**config.mk**
```make
export PLATFORM = sky130hd
export DESIGN_NAME = kbh_host_port
export DESIGN_NICKNAME = d
export VERILOG_FILES = /design/src/kbh_pkg.sv /design/src/kbh_sync.sv /design/src/kbh_reset_pulse.sv /design/src/kbh_host_port.sv
export SDC_FILE = /design/constraint.sdc
export NUM_CORES = 1
export LEC_CHECK = 0
export BUFFER_PORTS_ARGS = -buffer_cell sky130_fd_sc_hd__buf_2
export CAP_MARGIN = 20
export CORE_MARGIN = 10
export CORE_UTILIZATION = 46
export CTS_BUF_LIST = sky130_fd_sc_hd__clkbuf_8
export CTS_CLUSTER_SIZE = 10
export DETAILED_ROUTE_END_ITERATION = 16
export GPL_ROUTABILITY_DRIVEN = 0
export GPL_TIMING_DRIVEN = 0
export PLACE_DENSITY_LB_ADDON = 0.15
export SYNTH_ARGS = -nofsm -noshare
export SYNTH_HDL_FRONTEND = slang
export SYNTH_SLANG_ARGS = --single-unit
```
**constraint.sdc**
```tcl
create_clock -name clk -period 3.2 [get_ports clk]
set_input_delay 0.64 -clock clk [delete_from_list [all_inputs] [get_ports clk]]
set_output_delay 0.64 -clock clk [all_outputs]
set_load 0.02 [all_outputs]
```
**src/kbh_pkg.sv**
```systemverilog
// Package: offsets, fields, commands and timing for the keyboard host port
package kbh_pkg;
   // Port addresses
   localparam logic [7:0] DATA_PORT = 8'h60;
   localparam logic [7:0] CMD_PORT = 8'h64;
   // Status bit positions
   localparam int ST_OUT_FULL = 0;
   localparam int ST_IN_FULL = 1;
   localparam int ST_SYS_FLAG = 2;
   localparam int ST_CMD_DATA = 3;
   localparam int ST_NOT_INHIBIT = 4;
   localparam int ST_AUX_FULL = 5;
   localparam int ST_TIMEOUT = 6;
   localparam int ST_PARITY = 7;
   // Config byte bit positions
   localparam int CFG_XLATE = 6;
   localparam int CFG_AUX_DIS = 5;
   localparam int CFG_KBD_DIS = 4;
   localparam int CFG_SYS_FLAG = 2;
   localparam int CFG_AUX_IRQ = 1;
   localparam int CFG_KBD_IRQ = 0;
   localparam logic [7:0] CFG_RESET = 8'h00;
   localparam logic [7:0] CFG_WMASK = 8'h77;
   // Commands
   localparam logic [7:0] C_RD_CFG = 8'h20;
   localparam logic [7:0] C_WR_CFG = 8'h60;
   localparam logic [7:0] C_TEST_PW = 8'hA4;
   localparam logic [7:0] C_LOAD_PW = 8'hA5;
   localparam logic [7:0] C_EN_PW = 8'hA6;
   localparam logic [7:0] C_AUX_DIS = 8'hA7;
   localparam logic [7:0] C_AUX_EN = 8'hA8;
   localparam logic [7:0] C_AUX_TEST = 8'hA9;
   localparam logic [7:0] C_SELF_TEST = 8'hAA;
   localparam logic [7:0] C_KBD_TEST = 8'hAB;
   localparam logic [7:0] C_KBD_DIS = 8'hAD;
   localparam logic [7:0] C_KBD_EN = 8'hAE;
   localparam logic [7:0] C_RD_IN = 8'hC0;
   localparam logic [7:0] C_POLL_LO = 8'hC1;
   localparam logic [7:0] C_POLL_HI = 8'hC2;
   localparam logic [7:0] C_RD_OUT = 8'hD0;
   localparam logic [7:0] C_WR_GATE = 8'hD1;
   localparam logic [7:0] C_ECHO_KBD = 8'hD2;
   localparam logic [7:0] C_ECHO_AUX = 8'hD3;
   localparam logic [7:0] C_TO_AUX = 8'hD4;
   localparam logic [7:0] C_RD_TEST = 8'hE0;
   localparam logic [3:0] C_PULSE_HI = 4'hF;
   // Replies
   localparam logic [7:0] R_PW_YES = 8'hFA;
   localparam logic [7:0] R_PW_NO = 8'hF1;
   localparam logic [7:0] R_SELF_OK = 8'h55;
   localparam logic [7:0] R_OK = 8'h00;
   localparam logic [7:0] R_CLK_LOW = 8'h01;
   localparam logic [7:0] R_CLK_HIGH = 8'h02;
   localparam logic [7:0] R_DAT_LOW = 8'h03;
   localparam logic [7:0] R_DAT_HIGH = 8'h04;
   // Timing
   localparam int CLK_MHZ = 250;
   localparam int PULSE_NS = 6000;
   localparam int PULSE_CYC = (PULSE_NS * CLK_MHZ + 999) / 1000;
   localparam logic [10:0] PULSE_CNT = 11'(PULSE_CYC);
   localparam int PW_DEPTH = 8;
   // Byte plus its source marking
   typedef struct packed {
      logic aux;
      logic [7:0] data;
   } kbh_byte_t;
   // Interpreter states
   typedef enum logic [2:0] {
      KBH_IDLE, KBH_ARG_CFG, KBH_ARG_GATE, KBH_ARG_ECHO_K,
      KBH_ARG_ECHO_A, KBH_ARG_AUX, KBH_ARG_PW
   } kbh_state_t;
endpackage

```
**src/kbh_sync.sv**
```systemverilog
// Two-flop synchroniser for a bus of pin levels
`timescale 1ns/100ps
module kbh_sync #(
   parameter int W = 1
) (
   // Clocking
   input wire logic clk,
   input wire logic nrst,
   input wire logic ce,
   // Levels
   input wire logic [W-1:0] d,
   output logic [W-1:0] q
);
   logic [W-1:0] meta; // First stage, read only by q

   // Two stages before any logic reads the pins
   always_ff @(posedge clk) begin
      if (!nrst) begin
         meta <= '0;
         q <= '0;
      end else if (ce) begin
         meta <= d;
         q <= meta;
      end
   end
endmodule

```
**src/kbh_reset_pulse.sv**
```systemverilog
// Timed active-low reset pulse generator
`timescale 1ns/100ps
module kbh_reset_pulse (
   // Clocking
   input wire logic clk,
   input wire logic nrst,
   input wire logic ce,
   // Control
   input wire logic fire,
   output logic reset_out_n
);
   logic [10:0] count; // Remaining low cycles

   // Low for the full count, retrigger ignored while running
   always_ff @(posedge clk) begin
      if (!nrst) begin
         count <= '0;
         reset_out_n <= 1'b1;
      end else if (ce) begin
         if (fire && count == '0) begin
            count <= kbh_pkg::PULSE_CNT;
            reset_out_n <= 1'b0;
         end else if (count > 11'd1) begin
            count <= count - 11'd1;
         end else begin
            count <= '0;
            reset_out_n <= 1'b1;
         end
      end
   end
endmodule

```
**src/kbh_host_port.sv**
```systemverilog
// Host port of the keyboard controller: buffers, status, command decoder
`timescale 1ns/100ps

//////////////////////////////////////////////////////////////////////////////
// How it works
// - Read-only output byte at data port
// - Port picks data or command; status bit3
// - Data goes to keyboard unless parameter awaited
// - Status readable anytime without side effects
// - Bit0 output full, bit1 input full
// - Bit2 mirrors system flag, reset zero
// - Bit4 low while keyboard inhibited
// - Bit5 marks auxiliary byte pending
// - Bit6 time-out, bit7 even parity error
// - Config byte fields steer the controller
// - Password test returns FA or F1
// - Load password to zero, compare keystrokes
// - Enable or disable aux and keyboard
// - Interface tests report line stuck codes
// - Self test returns 55
// - Return input, output port, test inputs
// - Poll input nibbles into status top
// - Next data bit1 sets gate only
// - Echo as keyboard/aux, or send aux
// - Even F command pulses reset 6 us
// - Parity checked, interrupt on output load
module kbh_host_port (
   // Clock and control
   input wire logic clk,
   input wire logic nrst,
   input wire logic ce,
   // Host I/O bus (same clock domain)
   input wire logic [7:0] io_addr,
   input wire logic io_rd,
   input wire logic io_wr,
   input wire logic [7:0] io_wdata,
   output logic [7:0] io_rdata,
   // Received serial bytes from the link
   input wire logic rx_valid,
   input wire logic rx_aux,
   input wire logic [7:0] rx_data,
   input wire logic rx_parity,
   input wire logic rx_timeout,
   // Bytes to send on the link
   output logic tx_kbd_valid,
   output logic tx_aux_valid,
   output logic [7:0] tx_data,
   // Pins (asynchronous)
   input wire logic [7:0] input_port_one,
   input wire logic [1:0] test_in,
   input wire logic kbd_clk_in,
   input wire logic kbd_dat_in,
   input wire logic aux_clk_in,
   input wire logic aux_dat_in,
   input wire logic inhibit_sw_n,
   // Outputs
   output logic [7:0] output_port_two,
   output logic address_line20_gate,
   output logic system_reset_out,
   output logic kbd_irq,
   output logic aux_irq,
   output logic pw_match,
   output logic kbd_disabled,
   output logic aux_disabled
);
   //////////////////////////////////////////////////////////////////////////
   // Synchronised pins
   logic [7:0] p1_s;
   logic [1:0] test_s;
   logic [3:0] lines_s; // kbd clk, kbd dat, aux clk, aux dat
   logic inhibit_n_s;

   kbh_sync #(.W(15)) u_sync (
      .clk(clk),
      .nrst(nrst),
      .ce(ce),
      .d({input_port_one, test_in, kbd_clk_in, kbd_dat_in,
          aux_clk_in, aux_dat_in, inhibit_sw_n}),
      .q({p1_s, test_s, lines_s, inhibit_n_s})
   );

   //////////////////////////////////////////////////////////////////////////
   // State
   kbh_pkg::kbh_byte_t out_buf; // Output register and its source
   logic out_full;
   logic in_full;
   logic in_is_cmd;
   logic [7:0] in_byte;
   logic [7:0] cfg;
   logic parity_err;
   logic timeout_err;
   logic [1:0] poll_mode; // 1: low nibble, 2: high nibble
   logic [3:0] poll_nib;
   kbh_pkg::kbh_state_t state;
   logic [7:0] pw_mem [kbh_pkg::PW_DEPTH];
   logic [2:0] pw_len;
   logic [2:0] pw_idx;
   logic pw_loaded;
   logic pw_active;
   // Pending reply from the interpreter
   logic rep_valid;
   kbh_pkg::kbh_byte_t rep;
   logic pulse_fire;
   logic rst_n_int;

   // Host access decode
   wire rd_data = io_rd && io_addr == kbh_pkg::DATA_PORT;
   wire wr_any = io_wr && (io_addr == kbh_pkg::DATA_PORT ||
                           io_addr == kbh_pkg::CMD_PORT);
   // Interpreter takes the input byte when no reply is stalled
   wire take = in_full && !rep_valid;
   // Link byte accepted into output only when empty and no reply waiting
   wire rx_load = rx_valid && !out_full && !rep_valid && ce &&
                  !(rx_aux ? cfg[kbh_pkg::CFG_AUX_DIS]
                           : cfg[kbh_pkg::CFG_KBD_DIS]);

   // Interface test code from synchronised line levels
   function automatic logic [7:0] line_code(input logic c, input logic d);
      if (!c) line_code = kbh_pkg::R_CLK_LOW;
      else if (!d) line_code = kbh_pkg::R_DAT_LOW;
      else line_code = kbh_pkg::R_OK;
   endfunction

   //////////////////////////////////////////////////////////////////////////
   // Status register view
   logic [7:0] status;
   always_comb begin
      status = 8'h00;
      status[kbh_pkg::ST_OUT_FULL] = out_full;
      status[kbh_pkg::ST_IN_FULL] = in_full;
      status[kbh_pkg::ST_SYS_FLAG] = cfg[kbh_pkg::CFG_SYS_FLAG];
      status[kbh_pkg::ST_CMD_DATA] = in_is_cmd;
      status[kbh_pkg::ST_NOT_INHIBIT] = inhibit_n_s;
      status[kbh_pkg::ST_AUX_FULL] = out_full && out_buf.aux;
      status[kbh_pkg::ST_TIMEOUT] = timeout_err;
      status[kbh_pkg::ST_PARITY] = parity_err;
      // Polled nibble replaces the top bits while polling is on
      if (poll_mode != 2'd0) begin
         status[7:4] = poll_nib;
      end
   end

   //////////////////////////////////////////////////////////////////////////
   // Read data register; status read has no side effects
   always_ff @(posedge clk) begin
      if (!nrst) begin
         io_rdata <= 8'h00;
      end else if (ce && io_rd) begin
         if (io_addr == kbh_pkg::DATA_PORT) begin
            io_rdata <= out_buf.data;
         end else if (io_addr == kbh_pkg::CMD_PORT) begin
            io_rdata <= status;
         end else begin
            io_rdata <= 8'h00;
         end
      end
   end

   //////////////////////////////////////////////////////////////////////////
   // Input buffer: write latches byte and kind, interpreter consumes it
   always_ff @(posedge clk) begin
      if (!nrst) begin
         in_full <= 1'b0;
         in_is_cmd <= 1'b0;
         in_byte <= 8'h00;
      end else if (ce) begin
         // Writes while full are dropped; host must wait
         if (wr_any && !in_full) begin
            in_full <= 1'b1;
            in_byte <= io_wdata;
            in_is_cmd <= io_addr == kbh_pkg::CMD_PORT;
         end else if (take) begin
            in_full <= 1'b0;
         end
      end
   end

   //////////////////////////////////////////////////////////////////////////
   // Output buffer: replies first, then link bytes; read empties it
   always_ff @(posedge clk) begin
      if (!nrst) begin
         out_full <= 1'b0;
         out_buf <= '0;
      end else if (ce) begin
         if (!out_full && rep_valid) begin
            out_full <= 1'b1;
            out_buf <= rep;
         end else if (rx_load) begin
            out_full <= 1'b1;
            out_buf <= '{aux: rx_aux, data: rx_data};
         end else if (rd_data && out_full) begin
            out_full <= 1'b0;
         end
      end
   end

   //////////////////////////////////////////////////////////////////////////
   // Link error flags, updated with each byte loaded into the output
   always_ff @(posedge clk) begin
      if (!nrst) begin
         parity_err <= 1'b0;
         timeout_err <= 1'b0;
      end else if (ce) begin
         if (rx_load) begin
            parity_err <= ~rx_parity ^ ^rx_data;
         end
         // Time-out is sticky until the next byte loaded into the output
         if (rx_timeout) begin
            timeout_err <= 1'b1;
         end else if (rx_load) begin
            timeout_err <= 1'b0;
         end
      end
   end

   //////////////////////////////////////////////////////////////////////////
   // Interrupt on each output load, gated by config enables
   always_ff @(posedge clk) begin
      if (!nrst) begin
         kbd_irq <= 1'b0;
         aux_irq <= 1'b0;
      end else if (ce) begin
         kbd_irq <= out_full && !out_buf.aux &&
                    cfg[kbh_pkg::CFG_KBD_IRQ];
         aux_irq <= out_full && out_buf.aux &&
                    cfg[kbh_pkg::CFG_AUX_IRQ];
      end
   end

   //////////////////////////////////////////////////////////////////////////
   // Polling of input port nibbles into status
   always_ff @(posedge clk) begin
      if (!nrst) begin
         poll_nib <= 4'h0;
      end else if (ce) begin
         poll_nib <= (poll_mode == 2'd2) ? p1_s[7:4] : p1_s[3:0];
      end
   end

   //////////////////////////////////////////////////////////////////////////
   // Command interpreter
   always_ff @(posedge clk) begin
      if (!nrst) begin
         state <= kbh_pkg::KBH_IDLE;
         cfg <= kbh_pkg::CFG_RESET;
         rep_valid <= 1'b0;
         rep <= '0;
         tx_kbd_valid <= 1'b0;
         tx_aux_valid <= 1'b0;
         tx_data <= 8'h00;
         address_line20_gate <= 1'b0;
         output_port_two <= 8'h00;
         poll_mode <= 2'd0;
         pulse_fire <= 1'b0;
         pw_len <= 3'd0;
         pw_loaded <= 1'b0;
         pw_active <= 1'b0;
      end else if (ce) begin
         tx_kbd_valid <= 1'b0;
         tx_aux_valid <= 1'b0;
         pulse_fire <= 1'b0;
         if (rep_valid && !out_full) begin
            rep_valid <= 1'b0;
         end
         output_port_two[1] <= address_line20_gate;
         output_port_two[0] <= rst_n_int;
         if (take && in_is_cmd) begin
            // Any new command ends polling and parameter waits
            state <= kbh_pkg::KBH_IDLE;
            poll_mode <= 2'd0;
            unique case (in_byte)
               kbh_pkg::C_RD_CFG: begin
                  rep <= '{aux: 1'b0, data: cfg};
                  rep_valid <= 1'b1;
               end
               kbh_pkg::C_WR_CFG: state <= kbh_pkg::KBH_ARG_CFG;
               kbh_pkg::C_TEST_PW: begin
                  rep <= '{aux: 1'b0, data: pw_loaded ?
                           kbh_pkg::R_PW_YES : kbh_pkg::R_PW_NO};
                  rep_valid <= 1'b1;
               end
               kbh_pkg::C_LOAD_PW: begin
                  state <= kbh_pkg::KBH_ARG_PW;
                  pw_len <= 3'd0;
                  pw_loaded <= 1'b0;
               end
               kbh_pkg::C_EN_PW: pw_active <= pw_loaded;
               kbh_pkg::C_AUX_DIS: cfg[kbh_pkg::CFG_AUX_DIS] <= 1'b1;
               kbh_pkg::C_AUX_EN: cfg[kbh_pkg::CFG_AUX_DIS] <= 1'b0;
               kbh_pkg::C_KBD_DIS: cfg[kbh_pkg::CFG_KBD_DIS] <= 1'b1;
               kbh_pkg::C_KBD_EN: cfg[kbh_pkg::CFG_KBD_DIS] <= 1'b0;
               kbh_pkg::C_AUX_TEST: begin
                  rep <= '{aux: 1'b0,
                           data: line_code(lines_s[1], lines_s[0])};
                  rep_valid <= 1'b1;
               end
               kbh_pkg::C_KBD_TEST: begin
                  rep <= '{aux: 1'b0,
                           data: line_code(lines_s[3], lines_s[2])};
                  rep_valid <= 1'b1;
               end
               kbh_pkg::C_SELF_TEST: begin
                  rep <= '{aux: 1'b0, data: kbh_pkg::R_SELF_OK};
                  rep_valid <= 1'b1;
               end
               kbh_pkg::C_RD_IN: begin
                  rep <= '{aux: 1'b0, data: p1_s};
                  rep_valid <= 1'b1;
               end
               kbh_pkg::C_RD_OUT: begin
                  rep <= '{aux: 1'b0, data: output_port_two};
                  rep_valid <= 1'b1;
               end
               kbh_pkg::C_RD_TEST: begin
                  rep <= '{aux: 1'b0, data: {6'b000000, test_s}};
                  rep_valid <= 1'b1;
               end
               kbh_pkg::C_POLL_LO: poll_mode <= 2'd1;
               kbh_pkg::C_POLL_HI: poll_mode <= 2'd2;
               kbh_pkg::C_WR_GATE: state <= kbh_pkg::KBH_ARG_GATE;
               kbh_pkg::C_ECHO_KBD: state <= kbh_pkg::KBH_ARG_ECHO_K;
               kbh_pkg::C_ECHO_AUX: state <= kbh_pkg::KBH_ARG_ECHO_A;
               kbh_pkg::C_TO_AUX: state <= kbh_pkg::KBH_ARG_AUX;
               default: begin
                  // Only even codes in the top range pulse reset
                  if (in_byte[7:4] == kbh_pkg::C_PULSE_HI && !in_byte[0]) begin
                     pulse_fire <= 1'b1;
                  end
               end
            endcase
         end else if (take) begin
            // Data byte: parameter if one is awaited, else to keyboard
            state <= kbh_pkg::KBH_IDLE;
            unique case (state)
               kbh_pkg::KBH_IDLE: begin
                  tx_kbd_valid <= 1'b1;
                  tx_data <= in_byte;
               end
               kbh_pkg::KBH_ARG_CFG:
                  cfg <= in_byte & kbh_pkg::CFG_WMASK;
               kbh_pkg::KBH_ARG_GATE: address_line20_gate <= in_byte[1];
               kbh_pkg::KBH_ARG_ECHO_K: begin
                  rep <= '{aux: 1'b0, data: in_byte};
                  rep_valid <= 1'b1;
               end
               kbh_pkg::KBH_ARG_ECHO_A: begin
                  rep <= '{aux: 1'b1, data: in_byte};
                  rep_valid <= 1'b1;
               end
               kbh_pkg::KBH_ARG_AUX: begin
                  tx_aux_valid <= 1'b1;
                  tx_data <= in_byte;
               end
               kbh_pkg::KBH_ARG_PW: begin
                  // Zero ends the load; bytes beyond the seventh dropped
                  if (in_byte == 8'h00) begin
                     pw_loaded <= pw_len != 3'd0;
                  end else begin
                     state <= kbh_pkg::KBH_ARG_PW;
                     if (pw_len != 3'(kbh_pkg::PW_DEPTH - 1)) begin
                        pw_len <= pw_len + 3'd1;
                     end
                  end
               end
            endcase
         end
         if (pw_active && pw_match) begin
            pw_active <= 1'b0;
         end
      end
   end

   // Password storage
   always_ff @(posedge clk) begin
      if (ce && take && !in_is_cmd && state == kbh_pkg::KBH_ARG_PW &&
          in_byte != 8'h00) begin
         pw_mem[pw_len] <= in_byte;
      end
   end

   // Keystroke comparison while password checking is active
   always_ff @(posedge clk) begin
      if (!nrst) begin
         pw_idx <= 3'd0;
         pw_match <= 1'b0;
      end else if (ce) begin
         pw_match <= 1'b0;
         if (!pw_active) begin
            pw_idx <= 3'd0;
         end else if (rx_valid && !rx_aux) begin
            if (rx_data == pw_mem[pw_idx]) begin
               if (pw_idx + 3'd1 == pw_len) begin
                  pw_match <= 1'b1;
                  pw_idx <= 3'd0;
               end else begin
                  pw_idx <= pw_idx + 3'd1;
               end
            end else begin
               pw_idx <= 3'd0;
            end
         end
      end
   end

   // Config-derived enables and the reset pin level as registered outputs
   always_ff @(posedge clk) begin
      if (!nrst) begin
         kbd_disabled <= 1'b0;
         aux_disabled <= 1'b0;
         system_reset_out <= 1'b1;
      end else if (ce) begin
         kbd_disabled <= cfg[kbh_pkg::CFG_KBD_DIS];
         aux_disabled <= cfg[kbh_pkg::CFG_AUX_DIS];
         system_reset_out <= rst_n_int;
      end
   end

   //////////////////////////////////////////////////////////////////////////
   // Reset pulse timer
   kbh_reset_pulse u_pulse (
      .clk(clk),
      .nrst(nrst),
      .ce(ce),
      .fire(pulse_fire),
      .reset_out_n(rst_n_int)
   );
endmodule

```
==> impl_metrics.xml <==
<?xml version="1.0" encoding="UTF-8"?>
<metrics>
  <group name="global_route">
    <metric name="globalRouteTotalUtil" unit="%">17.67</metric>
    <metric name="grt_overflow" unit="">0</metric>
    <metric name="first_pass_grt_wire_length" unit="um">35870</metric>
    <metric name="antenna_violations_before_repair" unit="">0</metric>
    <metric name="grt_start_max_net_pins" unit="">20</metric>
    <metric name="via_count_of_the_first_global_routing_pass" unit="">6423</metric>
  </group>
  <group name="cts">
    <metric name="cts-buffers-inserted" unit="">17</metric>
    <metric name="cts_post_setup_buffers_inserted" unit="">0</metric>
    <metric name="cts.repair.resized" unit="">0</metric>
    <metric name="cts.path.max_buffers" unit="">2</metric>
    <metric name="clk_pin_slew_worst_paths" unit="ns">0.11</metric>
    <metric name="postCtsHoldBufs" unit="">0</metric>
    <metric name="worstSkewPairLatency" unit="ns">0.48</metric>
    <metric name="cts_max_level" unit="">4</metric>
    <metric name="clkSinkCount" unit="">192</metric>
    <metric name="cts-root-buf" unit="">sky130_fd_sc_hd__clkbuf_8</metric>
    <metric name="tritoncts" unit="">built</metric>
  </group>
  <group name="floorplan">
    <metric name="area_of_the_placeable_core" unit="sq um">18890</metric>
    <metric name="dieHeight" unit="um">159.4</metric>
    <metric name="io-pin-count" unit="">81</metric>
    <metric name="floorplan.die.width" unit="um">159.4</metric>
    <metric name="start_util" unit="%">47.32</metric>
    <metric name="placement_rows" unit="">50</metric>
    <metric name="floorplan.die_area" unit="sq um">25410</metric>
  </group>
  <group name="synthesis">
    <metric name="instance_count_of_the_mapped_netlist" unit="">836</metric>
    <metric name="synth_warnings" unit="">0</metric>
    <metric name="synthesis.area" unit="sq um">8941</metric>
    <metric name="synth_area_leader_cell" unit="">sky130_fd_sc_hd__dfxtp_1</metric>
    <metric name="asr_flop_ratio_synth" unit="%">0</metric>
    <metric name="post_synth.cell_area_avg" unit="sq um">10.70</metric>
    <metric name="synth_top_area_share" unit="%">28.66</metric>
    <metric name="share_of_synthesized_area_occupied_by_flip_flops_and_latches" unit="%">50.15</metric>
    <metric name="synth-edff-count" unit="">64</metric>
    <metric name="synth-seq-cells" unit="">192</metric>
    <metric name="synth.distinct_cells" unit="">78</metric>
    <metric name="synth.top_cells.by_area" unit="">sky130_fd_sc_hd__dfxtp_1 29%, sky130_fd_sc_hd__edfxtp_1 21%, sky130_fd_sc_hd__mux2i_1 10%, sky130_fd_sc_hd__nor2b_1 5.7%, sky130_fd_sc_hd__nand2_1 2.9%</metric>
    <metric name="yosys_most_used_dff" unit="">sky130_fd_sc_hd__dfxtp_1</metric>
    <metric name="synth_most_common_cell" unit="">sky130_fd_sc_hd__dfxtp_1</metric>
    <metric name="post_synth_most_frequent_cells" unit="">128 x sky130_fd_sc_hd__dfxtp_1, 90 x sky130_fd_sc_hd__mux2i_1, 81 x sky130_fd_sc_hd__nor2b_1</metric>
  </group>
  <group name="job">
    <metric name="drv.max_cap_violation_count" unit="">0</metric>
  </group>
  <group name="timing">
    <metric name="final_period_minus_worst_setup_slack" unit="ns">3.029</metric>
    <metric name="worst_slew_pin_slew" unit="ns">0.8785</metric>
    <metric name="finalMaxSlewViolations" unit="">0</metric>
    <metric name="slew-limit-headroom" unit="%">41.44</metric>
    <metric name="fmax" unit="MHz">330.2</metric>
    <metric name="fin_ws" unit="ns">0.1714</metric>
    <metric name="timing.final.crit_share" unit="%">94.64</metric>
    <metric name="fin_tns_setup" unit="ns">0</metric>
    <metric name="grt_setup_unrepaired" unit="">yes</metric>
    <metric name="setup_viol_count_final" unit="">0</metric>
    <metric name="timing.final.hold_violations" unit="">0</metric>
    <metric name="timing.clock.skew" unit="ns">0.01838</metric>
  </group>
  <group name="critical_path">
    <metric name="worstSetupEndpointType" unit="">register</metric>
    <metric name="worstRegToRegCells" unit="">6</metric>
    <metric name="timing.setup.critical_path_class" unit="">register to register</metric>
    <metric name="critPathRequiredTime" unit="ns">3.31</metric>
    <metric name="arrival_time_reported_for_the_critical_path_endpoint" unit="ns">3.14</metric>
    <metric name="reg2reg_slack" unit="ns">0.17</metric>
    <metric name="timing.critical_path.fanout_max" unit="">12</metric>
    <metric name="endpoint_of_the_most_critical_register_to_register_path" unit="">pw_mem[6][0]$_DFFE_PP_</metric>
    <metric name="worstSetupStartpointType" unit="">register</metric>
    <metric name="r2r_start" unit="">in_byte[4]$_SDFFE_PN0P_</metric>
  </group>
  <group name="place">
    <metric name="io_buffers" unit="">73</metric>
    <metric name="place_inst" unit="">1175</metric>
    <metric name="detailedPlace.worstSlack" unit="ns">-0.1101</metric>
    <metric name="detailedPlacementHpwl" unit="um">16740</metric>
    <metric name="dpl-instance-area" unit="sq um">9661</metric>
  </group>
  <group name="detailed_routing">
    <metric name="dr_total_vias" unit="">6472</metric>
    <metric name="totalWireLength" unit="um">22390</metric>
    <metric name="drc" unit="">0</metric>
    <metric name="route.detailed.wl_per_inst" unit="um">18.55</metric>
    <metric name="drt_iter0_markers" unit="">314</metric>
    <metric name="drt_pass1_iterations" unit="">5</metric>
    <metric name="postRouteAntennaNets" unit="">0</metric>
    <metric name="post_drt_via_cell_ratio" unit="">5.362</metric>
  </group>
  <group name="layout">
    <metric name="stdcell_count" unit="">1207</metric>
    <metric name="nets" unit="">988</metric>
    <metric name="insertedDiodeCount" unit="">0</metric>
    <metric name="final_core_util" unit="%">53.22</metric>
    <metric name="final_layout_size_suffix_gt1_share" unit="%">15.95</metric>
    <metric name="synthToLayoutAreaGrowth" unit="%">12.45</metric>
    <metric name="postLayoutCellArea" unit="sq um">10050</metric>
  </group>
  <group name="run_status">
    <metric name="run_status" unit="">finished, final reports clean</metric>
  </group>
  <group name="min_path">
    <metric name="worstHoldEndpoint" unit="">u_sync.meta[6]$_SDFFE_PN0P_</metric>
    <metric name="holdCritStartpoint" unit="">test_in[1]</metric>
    <metric name="worst_hold_path.num_cells" unit="">3</metric>
    <metric name="hold_path.class" unit="">input port to register</metric>
  </group>
  <group name="power">
    <metric name="power_leakage" unit="nW">3.970</metric>
    <metric name="power_switching_share" unit="%">28.48</metric>
    <metric name="internal-power" unit="W">0.003560</metric>
    <metric name="power_share_of_the_combinational_group" unit="%">14.4</metric>
    <metric name="net-switching-power" unit="W">0.001418</metric>
    <metric name="vdd_drop_max" unit="mV">0.4777</metric>
    <metric name="share_clk_of_total_power" unit="%">32.0</metric>
    <metric name="power_frac_seq" unit="%">53.6</metric>
    <metric name="power_density" unit="nW/um^2">495.1</metric>
  </group>
</metrics>
critical path: stages (launching register included):
cell and delay, ns:
sky130_fd_sc_hd__dfxtp_1 0.62, sky130_fd_sc_hd__clkbuf_1 0.52, sky130_fd_sc_hd__or2_2 0.25, sky130_fd_sc_hd__nor4_1 0.09, sky130_fd_sc_hd__nor2_1 0.24, sky130_fd_sc_hd__nand3_1 0.20
sky130_fd_sc_hd__nor2_1 0.73
final cells by class:
class                      count  area [sq um]
buffer                        60         270.3
clock buffer                  17         234.0
fill                        1758          8838
inverter                      15         56.30
tap                          260         325.3
multi-input combinational    574          4155
clock inverter                15         158.9
sequential                   192          4484
timing repair buffer          74         370.4
cell families after synthesis:
| family | after synthesis | share of synthesized area, % |
|---|---|---|
| other | 1 | 0.04194 |
| flip-flops | 192 | 50.15 |
| AND/OR/NAND/NOR | 294 | 17.84 |
| AO/OA/AOI/OAI | 144 | 12.17 |
| multiplexers | 103 | 13.10 |
| XOR/XNOR | 21 | 2.211 |
| buffers and inverters | 75 | 3.638 |
| adder cells (fa/ha/maj) | 6 | 0.8396 |
worst max-delay path by stage:
| stage | to | start | slack (ns) | cells after the start |
|---|---|---|---|---|
| floorplan | pw_mem[1][0]$_DFFE_PP_ | ce | 0.71 | 5 |
| global placement | pw_mem[0][5]$_DFFE_PP_ | ce | -0.53 | 6 |
| detailed placement | pw_mem[6][5]$_DFFE_PP_ | ce | -0.11 | 6 |
| CTS | pw_mem[6][0]$_DFFE_PP_ | in_byte[5]$_SDFFE_PN0P_ | 0.1 | 6 |
| global route | pw_mem[6][7]$_DFFE_PP_ | in_byte[4]$_SDFFE_PN0P_ | -0.08 | 6 |
| finish | pw_mem[6][0]$_DFFE_PP_ | in_byte[4]$_SDFFE_PN0P_ | 0.17 | 6 |
power by group through the flow:
stage	clock, W	sequential [W]	combinational (W)
finish	0.00159	0.00267	0.000715
global route	0.00172	0.00268	0.000807
CTS	0.00164	0.00267	0.000714
detailed placement	0	0.00272	0.000710
global placement	0	0.00272	0.000700
floorplan	0	0.00270	0.000549
state kept, by name, indices dropped and copies added (netlist names), 4 cells and up, named ones only:
signal / flops
pw_mem: 64
u_sync.meta: 15
u_sync.q: 15
u_pulse.count: 11
out_buf: 9
rep: 9
in_byte: 8
io_rdata: 8
tx_data: 8
cfg: 6
poll_nib: 4
placed cells by master, fill, tap and decap left out, types with 5 or more instances in the layout:
cell type	n
sky130_fd_sc_hd__a211oi_1	5
sky130_fd_sc_hd__a21boi_0	9
sky130_fd_sc_hd__a21boi_1	12
sky130_fd_sc_hd__a21oi_1	17
sky130_fd_sc_hd__a22oi_1	10
sky130_fd_sc_hd__and2_1	9
sky130_fd_sc_hd__buf_2	79
sky130_fd_sc_hd__buf_4	6
sky130_fd_sc_hd__clkbuf_1	44
sky130_fd_sc_hd__clkbuf_8	17
sky130_fd_sc_hd__conb_1	6
sky130_fd_sc_hd__dfxtp_1	128
sky130_fd_sc_hd__edfxtp_1	64
sky130_fd_sc_hd__ha_1	6
sky130_fd_sc_hd__inv_1	15
sky130_fd_sc_hd__inv_6	5
sky130_fd_sc_hd__inv_8	5
sky130_fd_sc_hd__mux2i_1	90
sky130_fd_sc_hd__mux4_2	11
sky130_fd_sc_hd__nand2_1	69
sky130_fd_sc_hd__nand2b_1	8
sky130_fd_sc_hd__nand3_1	19
sky130_fd_sc_hd__nand4_1	7
sky130_fd_sc_hd__nand4b_1	5
sky130_fd_sc_hd__nor2_1	45
sky130_fd_sc_hd__nor2b_1	81
sky130_fd_sc_hd__nor3_1	14
sky130_fd_sc_hd__nor4_1	6
sky130_fd_sc_hd__o211a_1	16
sky130_fd_sc_hd__o21ai_0	24
sky130_fd_sc_hd__xnor2_1	18
metal layers:
metal  vias up  part of all wire (%)  global-route usage (%)
li1       3214                     -                       -
met1      3070                    45                   22.53
met2       160                    48                   29.44
met3        28                   4.4                   3.098
met4         0                   2.1                   6.234
met5         -                     0                       0
stage by stage:
stage               power [W]  hold WS (ns)
finish               0.004978        0.4072
global route         0.005213        0.3917
CTS                  0.005018        0.3822
detailed placement   0.003435        0.4607
global placement     0.003423        0.4517
floorplan            0.003253        0.4300
No activity file was read; power rests on OpenSTA's default activity.
